$ cat src/pkg/seag_pkg.sv
//
// Behaviour
// - Alert bit 0 flags encoder over-temperature, bit 1 under-temperature.
// - Alert bit 2 flags encoder over-speed, bit 3 over-acceleration.
// - Alert bit 4 flags bad storage checksum, bit 5 empty storage.
// - Invalid encoder parameter area sets alert bit 6; defaults then apply.
// - Alert bit 7 flags bad decoding sequence, bit 8 encoder flash fault.
// - Alert bit 9 flags unusually large shaft displacement.
// - Alert bit 10 set while battery lies within 3000 to 3150 mV.
// - Alert bit 12 latches when turn counter leaves signed range; command 2 clears.
// - Turn counter keeps counting as unsigned 16-bit value 0 to 65535.
// - Multi-turn command: 0 nothing, 1 clear battery error, 2 zero revolutions.
// - Speed source 0 computes feedback, 3 uses encoder speed; resets to 0.
// - Position gain unsigned 16-bit, accepts 0 to 12000, resets to 300.
// - Motor connection loads an optimised position gain over the current one.
// - Velocity feedforward signed 32-bit, accepts -2000 to 2000, resets to 500.
// - Acceleration feedforward signed 32-bit, accepts -20000 to 20000, resets to 0.
//
package seag_pkg;

    typedef logic [15:0] seag_addr_type;

    // ------------------------------------------------------------
    // Parameter addresses
    // ------------------------------------------------------------
    localparam seag_addr_type ADDR_MULTITURN_CMD  = 16'h0958;
    localparam seag_addr_type ADDR_ALERT_FLAGS    = 16'h0962;
    localparam seag_addr_type ADDR_SPEED_SOURCE   = 16'h0966;
    localparam seag_addr_type ADDR_POS_GAIN       = 16'h096A;
    localparam seag_addr_type ADDR_VEL_FEEDFWD    = 16'h096C;
    localparam seag_addr_type ADDR_ACC_FEEDFWD    = 16'h096E;

    // ------------------------------------------------------------
    // Alert word bit positions
    // ------------------------------------------------------------
    localparam int ALERT_PIN_COUNT    = 10;
    localparam int BIT_PARAM_INVALID  = 6;
    localparam int BIT_BATTERY_LOW    = 10;
    localparam int BIT_TURN_OVERRANGE = 12;

    // ------------------------------------------------------------
    // Reset values and accepted ranges
    // ------------------------------------------------------------
    localparam logic [1:0]  SPEED_SRC_COMPUTED = 2'h0;
    localparam logic [1:0]  SPEED_SRC_ENCODER  = 2'h3;
    localparam logic [15:0] POS_GAIN_RESET     = 16'h012C;
    localparam logic [31:0] POS_GAIN_MIN       = 32'h00000000;
    localparam logic [31:0] POS_GAIN_MAX       = 32'h00002EE0;
    localparam logic [31:0] VEL_FF_RESET       = 32'h000001F4;
    localparam logic [31:0] VEL_FF_MIN         = 32'hFFFFF830;
    localparam logic [31:0] VEL_FF_MAX         = 32'h000007D0;
    localparam logic [31:0] ACC_FF_RESET       = 32'h00000000;
    localparam logic [31:0] ACC_FF_MIN         = 32'hFFFFB1E0;
    localparam logic [31:0] ACC_FF_MAX         = 32'h00004E20;

    // ------------------------------------------------------------
    // Multi-turn commands and battery window
    // ------------------------------------------------------------
    localparam logic [31:0] MT_CMD_NONE        = 32'h00000000;
    localparam logic [31:0] MT_CMD_CLR_BATTERY = 32'h00000001;
    localparam logic [31:0] MT_CMD_ZERO_TURNS  = 32'h00000002;
    localparam logic [15:0] BATTERY_WARN_LO_MV = 16'h0BB8;
    localparam logic [15:0] BATTERY_WARN_HI_MV = 16'h0C4E;
    localparam int          TURN_WIDTH         = 16;

endpackage

$ cat src/verilog/seag_param_bank.sv
`timescale 1ns/1ns
module seag_param_bank
    import seag_pkg::*;
(
    input  wire logic                       clk,
    input  wire logic                       resetn,
    input  wire logic                       ce,
    // ------------------------------------------------------------
    // Parameter access port
    // ------------------------------------------------------------
    input  wire logic [15:0]                regAddr,
    input  wire logic                       regRead,
    input  wire logic                       regWrite,
    input  wire logic [31:0]                regWdata,
    output logic      [31:0]                regRdata,
    output logic                            regAck,
    output logic                            regErr,
    // ------------------------------------------------------------
    // Encoder side
    // ------------------------------------------------------------
    input  wire logic [ALERT_PIN_COUNT-1:0] encoderAlertPins,
    input  wire logic                       motorConnectedPin,
    input  wire logic [15:0]                batteryMillivolts,
    input  wire logic                       turnStepUp,
    input  wire logic                       turnStepDown,
    input  wire logic [15:0]                optimizedGain,
    // ------------------------------------------------------------
    // Controller side
    // ------------------------------------------------------------
    output logic                            speedFromEncoder,
    output logic [15:0]                     positionGain,
    output logic [31:0]                     velocityFeedforward,
    output logic [31:0]                     accelFeedforward,
    output logic                            defaultsActive,
    output logic                            batteryErrorClear,
    output logic [TURN_WIDTH-1:0]           turnCount
);

    // ------------------------------------------------------------
    // Helpers
    // ------------------------------------------------------------
    function automatic logic inRange
    (
        input logic [31:0] value,
        input logic [31:0] low,
        input logic [31:0] high
    );
        inRange = ($signed(value) >= $signed(low)) && ($signed(value) <= $signed(high));
    endfunction

    // ------------------------------------------------------------
    // Pin synchronisation
    // ------------------------------------------------------------
    logic [ALERT_PIN_COUNT:0] pinStable;

    seag_sync
    #(
        .WIDTH  (ALERT_PIN_COUNT + 1)
    )
    seag_sync_inst
    (
        .clk    (clk),
        .resetn (resetn),
        .ce     (ce),
        .pinIn  ({motorConnectedPin, encoderAlertPins}),
        .stable (pinStable)
    );

    wire [ALERT_PIN_COUNT-1:0] alertLevels  = pinStable[ALERT_PIN_COUNT-1:0];
    wire                       motorPresent = pinStable[ALERT_PIN_COUNT];

    // ------------------------------------------------------------
    // Stored parameters
    // ------------------------------------------------------------
    logic [1:0]  speedSource;
    logic [15:0] gainStored;
    logic [31:0] velFfStored;
    logic [31:0] accFfStored;
    logic        overrangeFlag;
    logic        motorPresentLast;
    logic        batteryWindow;

    // ------------------------------------------------------------
    // Address decode
    // ------------------------------------------------------------
    wire hitCmd    = (regAddr == ADDR_MULTITURN_CMD);
    wire hitAlert  = (regAddr == ADDR_ALERT_FLAGS);
    wire hitSpeed  = (regAddr == ADDR_SPEED_SOURCE);
    wire hitGain   = (regAddr == ADDR_POS_GAIN);
    wire hitVelFf  = (regAddr == ADDR_VEL_FEEDFWD);
    wire hitAccFf  = (regAddr == ADDR_ACC_FEEDFWD);
    wire hitAny    = hitCmd | hitAlert | hitSpeed | hitGain | hitVelFf | hitAccFf;

    // ------------------------------------------------------------
    // Write qualification
    // ------------------------------------------------------------
    // An out-of-range value is refused whole; the old setting is kept
    wire speedValid = (regWdata == {30'h0, SPEED_SRC_COMPUTED})
                    | (regWdata == {30'h0, SPEED_SRC_ENCODER});
    wire gainValid  = inRange(regWdata, POS_GAIN_MIN, POS_GAIN_MAX);
    wire velValid   = inRange(regWdata, VEL_FF_MIN, VEL_FF_MAX);
    wire accValid   = inRange(regWdata, ACC_FF_MIN, ACC_FF_MAX);
    wire cmdValid   = inRange(regWdata, MT_CMD_NONE, MT_CMD_ZERO_TURNS);

    wire fieldValid = (hitSpeed & speedValid) | (hitGain & gainValid)
                    | (hitVelFf & velValid) | (hitAccFf & accValid)
                    | (hitCmd & cmdValid) | hitAlert;
    wire writeOk    = regWrite & hitAny & fieldValid;

    wire wrSpeed    = writeOk & hitSpeed;
    wire wrGain     = writeOk & hitGain;
    wire wrVelFf    = writeOk & hitVelFf;
    wire wrAccFf    = writeOk & hitAccFf;
    wire wrCmd      = writeOk & hitCmd;

    wire cmdZero    = wrCmd & (regWdata == MT_CMD_ZERO_TURNS);
    wire cmdBattery = wrCmd & (regWdata == MT_CMD_CLR_BATTERY);

    // ------------------------------------------------------------
    // Motor connection and turn counter
    // ------------------------------------------------------------
    wire motorAttach = motorPresent & ~motorPresentLast;
    wire turnLeft;

    seag_turn_counter
    #(
        .WIDTH      (TURN_WIDTH)
    )
    seag_turn_counter_inst
    (
        .clk        (clk),
        .resetn     (resetn),
        .ce         (ce),
        .stepUp     (turnStepUp),
        .stepDown   (turnStepDown),
        .clear      (cmdZero),
        .count      (turnCount),
        .leftSigned (turnLeft)
    );

    // Set wins over the clearing command in the same cycle
    wire next_overrange = turnLeft | (overrangeFlag & ~cmdZero);

    wire next_window = (batteryMillivolts >= BATTERY_WARN_LO_MV)
                     & (batteryMillivolts <= BATTERY_WARN_HI_MV);

    // ------------------------------------------------------------
    // Alert word
    // ------------------------------------------------------------
    logic [31:0] alertWord;

    always_comb
    begin
        alertWord                        = 32'h00000000;
        alertWord[ALERT_PIN_COUNT-1:0]   = alertLevels;
        alertWord[BIT_BATTERY_LOW]       = batteryWindow;
        alertWord[BIT_TURN_OVERRANGE]    = overrangeFlag;
    end

    // ------------------------------------------------------------
    // Read selection
    // ------------------------------------------------------------
    wire [31:0] readValue = hitAlert ? alertWord :
                            hitSpeed ? {30'h0, speedSource} :
                            hitGain  ? {16'h0, gainStored} :
                            hitVelFf ? velFfStored :
                            hitAccFf ? accFfStored :
                            32'h00000000;

    // ------------------------------------------------------------
    // Parameter storage
    // ------------------------------------------------------------
    always_ff @(posedge clk or negedge resetn)
    begin
        if (!resetn)
        begin
            speedSource <= SPEED_SRC_COMPUTED;
            velFfStored <= VEL_FF_RESET;
            accFfStored <= ACC_FF_RESET;
        end
        else if (ce)
        begin
            if (wrSpeed)
            begin
                speedSource <= regWdata[1:0];
            end
            if (wrVelFf)
            begin
                velFfStored <= regWdata;
            end
            if (wrAccFf)
            begin
                accFfStored <= regWdata;
            end
        end
    end

    // Automatic tuning on attach takes priority over a host write
    always_ff @(posedge clk or negedge resetn)
    begin
        if (!resetn)
        begin
            gainStored       <= POS_GAIN_RESET;
            motorPresentLast <= 1'b0;
        end
        else if (ce)
        begin
            motorPresentLast <= motorPresent;
            if (motorAttach)
            begin
                gainStored <= optimizedGain;
            end
            else if (wrGain)
            begin
                gainStored <= regWdata[15:0];
            end
        end
    end

    // ------------------------------------------------------------
    // Alert state
    // ------------------------------------------------------------
    always_ff @(posedge clk or negedge resetn)
    begin
        if (!resetn)
        begin
            overrangeFlag <= 1'b0;
            batteryWindow <= 1'b0;
        end
        else if (ce)
        begin
            overrangeFlag <= next_overrange;
            batteryWindow <= next_window;
        end
    end

    // ------------------------------------------------------------
    // Controller outputs
    // ------------------------------------------------------------
    // While the encoder reports a bad parameter area the loops run on
    // factory values, but the host settings are kept for later
    wire paramInvalid = alertLevels[BIT_PARAM_INVALID];

    always_ff @(posedge clk or negedge resetn)
    begin
        if (!resetn)
        begin
            speedFromEncoder    <= 1'b0;
            positionGain        <= POS_GAIN_RESET;
            velocityFeedforward <= VEL_FF_RESET;
            accelFeedforward    <= ACC_FF_RESET;
            defaultsActive      <= 1'b0;
            batteryErrorClear   <= 1'b0;
        end
        else if (ce)
        begin
            defaultsActive    <= paramInvalid;
            batteryErrorClear <= cmdBattery;
            if (paramInvalid)
            begin
                speedFromEncoder    <= 1'b0;
                positionGain        <= POS_GAIN_RESET;
                velocityFeedforward <= VEL_FF_RESET;
                accelFeedforward    <= ACC_FF_RESET;
            end
            else
            begin
                speedFromEncoder    <= (speedSource == SPEED_SRC_ENCODER);
                positionGain        <= gainStored;
                velocityFeedforward <= velFfStored;
                accelFeedforward    <= accFfStored;
            end
        end
    end

    // ------------------------------------------------------------
    // Access answer
    // ------------------------------------------------------------
    // One answer per request, one cycle later; an unmapped address or a
    // refused value answers with the error flag and zero data
    wire request = regRead | regWrite;

    always_ff @(posedge clk or negedge resetn)
    begin
        if (!resetn)
        begin
            regRdata <= 32'h00000000;
            regAck   <= 1'b0;
            regErr   <= 1'b0;
        end
        else if (ce)
        begin
            regAck <= request;
            regErr <= request & (~hitAny | (regWrite & ~fieldValid));
            if (regRead & hitAny)
            begin
                regRdata <= readValue;
            end
            else
            begin
                regRdata <= 32'h00000000;
            end
        end
    end

endmodule

$ cat src/verilog/seag_sync.sv
`timescale 1ns/1ns
module seag_sync
    import seag_pkg::*;
#(
    parameter int WIDTH = 11
)
(
    input  wire logic             clk,
    input  wire logic             resetn,
    input  wire logic             ce,
    input  wire logic [WIDTH-1:0] pinIn,
    output logic      [WIDTH-1:0] stable
);

    logic [WIDTH-1:0] stage1;
    logic [WIDTH-1:0] stage2;
    logic [WIDTH-1:0] stage3;
    wire  [WIDTH-1:0] agree = ~(stage2 ^ stage3);

    // A bit is taken only once the second and third stages agree
    always_ff @(posedge clk or negedge resetn)
    begin
        if (!resetn)
        begin
            stage1 <= '0;
            stage2 <= '0;
            stage3 <= '0;
            stable <= '0;
        end
        else if (ce)
        begin
            stage1 <= pinIn;
            stage2 <= stage1;
            stage3 <= stage2;
            stable <= (stage3 & agree) | (stable & ~agree);
        end
    end

endmodule

$ cat src/verilog/seag_turn_counter.sv
`timescale 1ns/1ns
module seag_turn_counter
    import seag_pkg::*;
#(
    parameter int WIDTH = TURN_WIDTH
)
(
    input  wire logic             clk,
    input  wire logic             resetn,
    input  wire logic             ce,
    input  wire logic             stepUp,
    input  wire logic             stepDown,
    input  wire logic             clear,
    output logic      [WIDTH-1:0] count,
    output logic                  leftSigned
);

    localparam logic [WIDTH-1:0] SIGNED_MAX = {1'b0, {(WIDTH-1){1'b1}}};
    localparam logic [WIDTH-1:0] SIGNED_MIN = {1'b1, {(WIDTH-1){1'b0}}};
    localparam logic [WIDTH-1:0] ONE        = {{(WIDTH-1){1'b0}}, 1'b1};

    wire goUp   = stepUp & ~stepDown;
    wire goDown = stepDown & ~stepUp;
    // Crossing the signed limits in either direction
    wire crossing = (goUp & (count == SIGNED_MAX)) | (goDown & (count == SIGNED_MIN));

    wire [WIDTH-1:0] next_count = clear  ? '0 :
                                  goUp   ? count + ONE :
                                  goDown ? count - ONE : count;

    always_ff @(posedge clk or negedge resetn)
    begin
        if (!resetn)
        begin
            count      <= '0;
            leftSigned <= 1'b0;
        end
        else if (ce)
        begin
            count      <= next_count;
            leftSigned <= crossing & ~clear;
        end
    end

endmodule
$ cat config.mk
export PLATFORM = sky130hd
export DESIGN_NAME = seag_param_bank
export DESIGN_NICKNAME = d
export VERILOG_FILES = /design/src/pkg/seag_pkg.sv /design/src/verilog/seag_param_bank.sv /design/src/verilog/seag_sync.sv /design/src/verilog/seag_turn_counter.sv
export SDC_FILE = /design/constraint.sdc
export NUM_CORES = 1
export LEC_CHECK = 0
export CAP_MARGIN = 10
export CORE_AREA = 2 2 146 148
export DETAILED_ROUTE_END_ITERATION = 16
export DIE_AREA = 0 0 148 150
export DONT_BUFFER_PORTS = 1
export GPL_TIMING_DRIVEN = 0
export PLACE_DENSITY = 0.86
export SYNTH_ARGS = -nofsm -noshare
export SYNTH_HDL_FRONTEND = slang
export SYNTH_SLANG_ARGS = --single-unit
$ cat constraint.sdc
create_clock -name clk -period 2.4 [get_ports clk]
set_input_delay 0.12 -clock clk [delete_from_list [all_inputs] [get_ports clk]]
set_output_delay 0.12 -clock clk [all_outputs]
set_load 0.01 [all_outputs]
==> summary.txt <==
Drt
  – Routed WL: 34.3 mm
  – Number of search-and-repair iterations in the first detailed-routing pass: 6
  – Via density per instance: 6.63
  – Drt wl/cell: 25.2 um
  – Vias post-DR: 9040
  – Violation count after the first detailed-route iteration: 937
  – Remaining antenna violation count after routing: 0
  – Number of design rule violations left after detail routing: 0

Run status
  – Violated checks: negative hold slack, negative setup slack
  – Run status: finished with violations

Synthesis
  – Most used DFF post-synth: dfrtp_1
  – Syn. warnings: 0
  – Mean cell area of the mapped netlist: 11.9 um2
  – Count of flip-flops with a built-in enable after synthesis: 0
  – Post-synth cell types: 76
  – Syn Nets: 1088
  – Post-Synthesis Cell Area: 11600 um2
  – Share of flip-flops with an asynchronous set or reset: 100%
  – Register bit count reported by yosys: 263
  – Proportion of synthesized chip area in sequential cells: 56.9%
  – Gate count of the mapped netlist: 975

Global routing
  – Number of antenna violations at the first check in global routing: 1
  – Largest net degree at the start of global routing: 264
  – Wire length of the first global-routing pass: 52.2 mm
  – Leftover overflow at the end of global routing: 0
  – Number of global-route vias before repair: 9206
  – Global routing usage summed across all routing layers: 30.3%

Finish
  – Register area: 6610 um2
  – Post-route design area: 13700 um2
  – Share of cells above drive strength 1: 19.2%
  – Post-layout instance count excluding filler cells: 1364
  – Util after Layout: 66.2%
  – Area used by multi-input combinational logic: 4790 um2
  – Filler cells: 1445
  – Area Overhead vs Synth: 17.9%
  – Layout Nets: 1179

Die
  – Full die area: 22200 um2
  – Die Y-Extent: 150 um
  – Core area: 20700 um2
  – Top Ports: 231
  – Initial Utilization: 56.1%
  – Row count: 53
  – Horizontal die dimension: 148 um

Timing
  – Worst setup slack after layout: -0.00548 ns
  – Hold slack final: -0.731 ns
  – Unrepaired setup endpoints after global routing: yes
  – Total count of hold-check failures in the final report: 263
  – Final worst clock skew: 0.0170 ns
  – Period utilization: 100%
  – F_max: 416 MHz
  – Measured slew at the worst slew-check pin: 0.942 ns
  – Setup-violating endpoint count in the final report: 1
  – TNS Setup: -0.00548 ns
  – Slew headroom: 36.6%
  – Number of max-slew violations in the final report: 0
  – Time the worst path needs with I/O delays and setup: 2.41 ns

Hold path
  – Worst min-delay path class: in -> async

Setup path
  – Data arrival time of the worst path: 2.83 ns
  – Worst R2R Setup Slack: -0.005 ns
  – Beginning of the worst register-to-register path: seag_turn_counter_inst.count[0]
  – Maximum single-stage delay on the critical path: 0.45 ns
  – CP max-delay cell: dfrtp_2
  – Nature of the critical path endpoint: register
  – R2R depth: 10
  – Top Family by Delay on Critical Path: compound AO/OA/AOI/OAI gates
  – Launch point of the worst path: seag_turn_counter_inst.count[0]
  – Element type at the critical path start: register
  – Crit Path Category: reg -> reg
  – Bufs and invs on worst path: 1
  – Critical Path RT: 2.82 ns
  – Largest fanout on the critical path: 5
  – Worst-path cell chain: inv_2, fa_2, nor2b_1, o21ai_1, a21o_1, a21oi_4, a211oi_1, o41ai_2, xor2_1, a22o_1
  – End of the worst register-to-register path: seag_turn_counter_inst.count[14]

Clock tree
  – Hold-fix buffers, CTS: 53
  – Max Buffers Root-to-Sink: 3
  – Clock Latency Late Sink: 0.54 ns
  – Number of clock sinks: 263
  – Clock transition at the registers of the reported paths: 0.06 ns
  – Number of levels the H-tree was split into: 1
  – Master cell of the clock root buffer: clkbuf_16
  – TritonCTS clock tree: built
  – Cts bufs inserted: 28

Run
  – Maxcap violations: 0

Power
  – Power density over the cells: 953 nW/um2
  – Largest vdd supply drop: 0.775 mV
  – Leakage power: 6.27 nW
  – Post-layout total power: 13.0 mW

Place
  – Post-DP HPWL: 22.9 mm
  – Cell Count Post-Placement: 1250
  – Placer's final routability congestion estimate: 0.906
  – Placed standard-cell area: 12000 um2
  – IO Port Bufs: 0
  – Pre-CTS worst setup slack: -0.593 ns
==> layer usage <==
layer | track usage, % | routed length, um | up-vias
met3 | 8.32 | 3830 | 98
met2 | 48.8 | 16300 | 567
li1 | - | - | 3850
met5 | 0 | 0 | -
met1 | 39.6 | 12800 | 4525
met4 | 11.5 | 1360 | 0
==> placed cells by master (no fill, tap or decap), types with 6 or more instances in the layout <==
cell type | Yosys | layout
nor2_1 | 21 | 19
mux2i_1 | 8 | 8
o21ai_0 | 53 | 51
a22o_1 | 79 | 79
buf_4 | 3 | 12
a21oi_1 | 27 | 25
o2bb2ai_1 | 24 | 24
clkinv_2 | 0 | 7
dlygate4sd3_1 | 0 | 53
and3_1 | 7 | 7
a22oi_1 | 16 | 16
or3_1 | 7 | 7
buf_2 | 7 | 8
mux2_4 | 8 | 8
xnor2_1 | 7 | 7
dfstp_2 | 20 | 20
nor4_1 | 14 | 14
nand2_1 | 123 | 123
ha_1 | 14 | 10
a222oi_1 | 16 | 16
a31oi_1 | 6 | 6
dfrtp_1 | 243 | 238
mux2_2 | 65 | 65
inv_1 | 27 | 25
a21o_1 | 11 | 11
nand4_1 | 12 | 12
clkbuf_16 | 0 | 31
xor2_1 | 6 | 6
nand3_1 | 7 | 6
o22a_1 | 10 | 10
clkbuf_1 | 39 | 40
==> area by class of cell <==
| type | count | share of cell area, % |
|---|---|---|
| Timing Repair Buffer | 62 | 4.37 |
| Buffer | 56 | 1.93 |
| Clock inverter | 12 | 0.942 |
| Tap cell | 275 | 2.51 |
| Clock buffer | 40 | 6.21 |
| Inverter | 27 | 0.740 |
| Antenna cell | 1 | 0.0183 |
| Multi-Input combinational cell | 628 | 35.0 |
| Sequential cell | 263 | 48.3 |
==> synth_stat cells, types with 14 or more instances <==
cell | n | area [um2]
a21oi_1 | 27 | 135
a222oi_1 | 16 | 160
a22o_1 | 79 | 692
a22oi_1 | 16 | 120
clkbuf_1 | 39 | 146
dfrtp_1 | 243 | 6080
dfstp_2 | 20 | 526
ha_1 | 14 | 175
inv_1 | 27 | 101
mux2_2 | 65 | 732
nand2_1 | 123 | 462
nor2_1 | 21 | 78.8
nor4_1 | 14 | 87.6
o21ai_0 | 53 | 265
o2bb2ai_1 | 24 | 210
==> worst max path at each step <==
stage / end / depth (start not counted) / slack, ns
after floorplan: gainStored[10] / 10 / -0.04
after CTS: seag_turn_counter_inst.count[14] / 10 / -0.05
final: seag_turn_counter_inst.count[14] / 10 / -0.005
after global routing: seag_turn_counter_inst.count[14] / 10 / -0.14
after global placement: accFfStored[21] / 9 / -0.53
after detailed placement: regRdata[22] / 8 / -0.59
==> worst register-to-register path: cells and delay by family, from the launching register on <==
| family | cells | cell delay [ns] |
|---|---|---|
| flip-flops | 1 | 0.45 |
| buffers and inverters | 1 | 0.09 |
| adder cells (fa/ha/maj) | 1 | 0.41 |
| AO/OA/AOI/OAI | 6 | 1.10 |
| AND/OR/NAND/NOR | 1 | 0.15 |
| XOR/XNOR | 1 | 0.10 |
==> sequential cells by signal (all words and copies together), names as in the netlist, 2 cells and up, named ones only <==
register,cells
speedSource,2
seag_sync_inst.stage2,11
velocityFeedforward,32
accFfStored,32
accelFeedforward,32
seag_turn_counter_inst.count,16
positionGain,16
gainStored,16
seag_sync_inst.stage1,11
velFfStored,32
seag_sync_inst.stage3,11
regRdata,32
==> logic make-up (layout without fill, tap and decap cells) <==
logic type                 after synthesis  in the layout  synth area share [%]
AOI/OAI and AO/OA                      283            283                  18.9
xor gates and xnor gates                13             13                 0.980
adders and majority gates               15             15                  1.68
buffers and inverters                   84            197                  3.05
DFF                                    263            263                  56.9
muxes                                   81             81                  8.03
other                                    0              1                     0
and+or+nand+nor                        236            236                  10.5
==> report_power, final <==
group          internal (mW)  total (mW)  leakage, nW  switching [mW]
Combinational           1.35        2.68         2.35            1.34
Clock                   2.69        4.49        0.488            1.80
Sequential              5.08        5.87         3.42           0.783
Total                   9.12        13.0         6.27            3.92
==> timing repair <==
| item | CTS | global route |
|---|---|---|
| resized for setup | 11 | 24 |
| hold endpoints to repair | 338 | 263 |
| endpoints found under the setup margin | 38 | 44 |
| setup buffers | 2 | 7 |
| pin swaps | 4 | 9 |
Note: power is estimated with default switching activity, not from simulation.
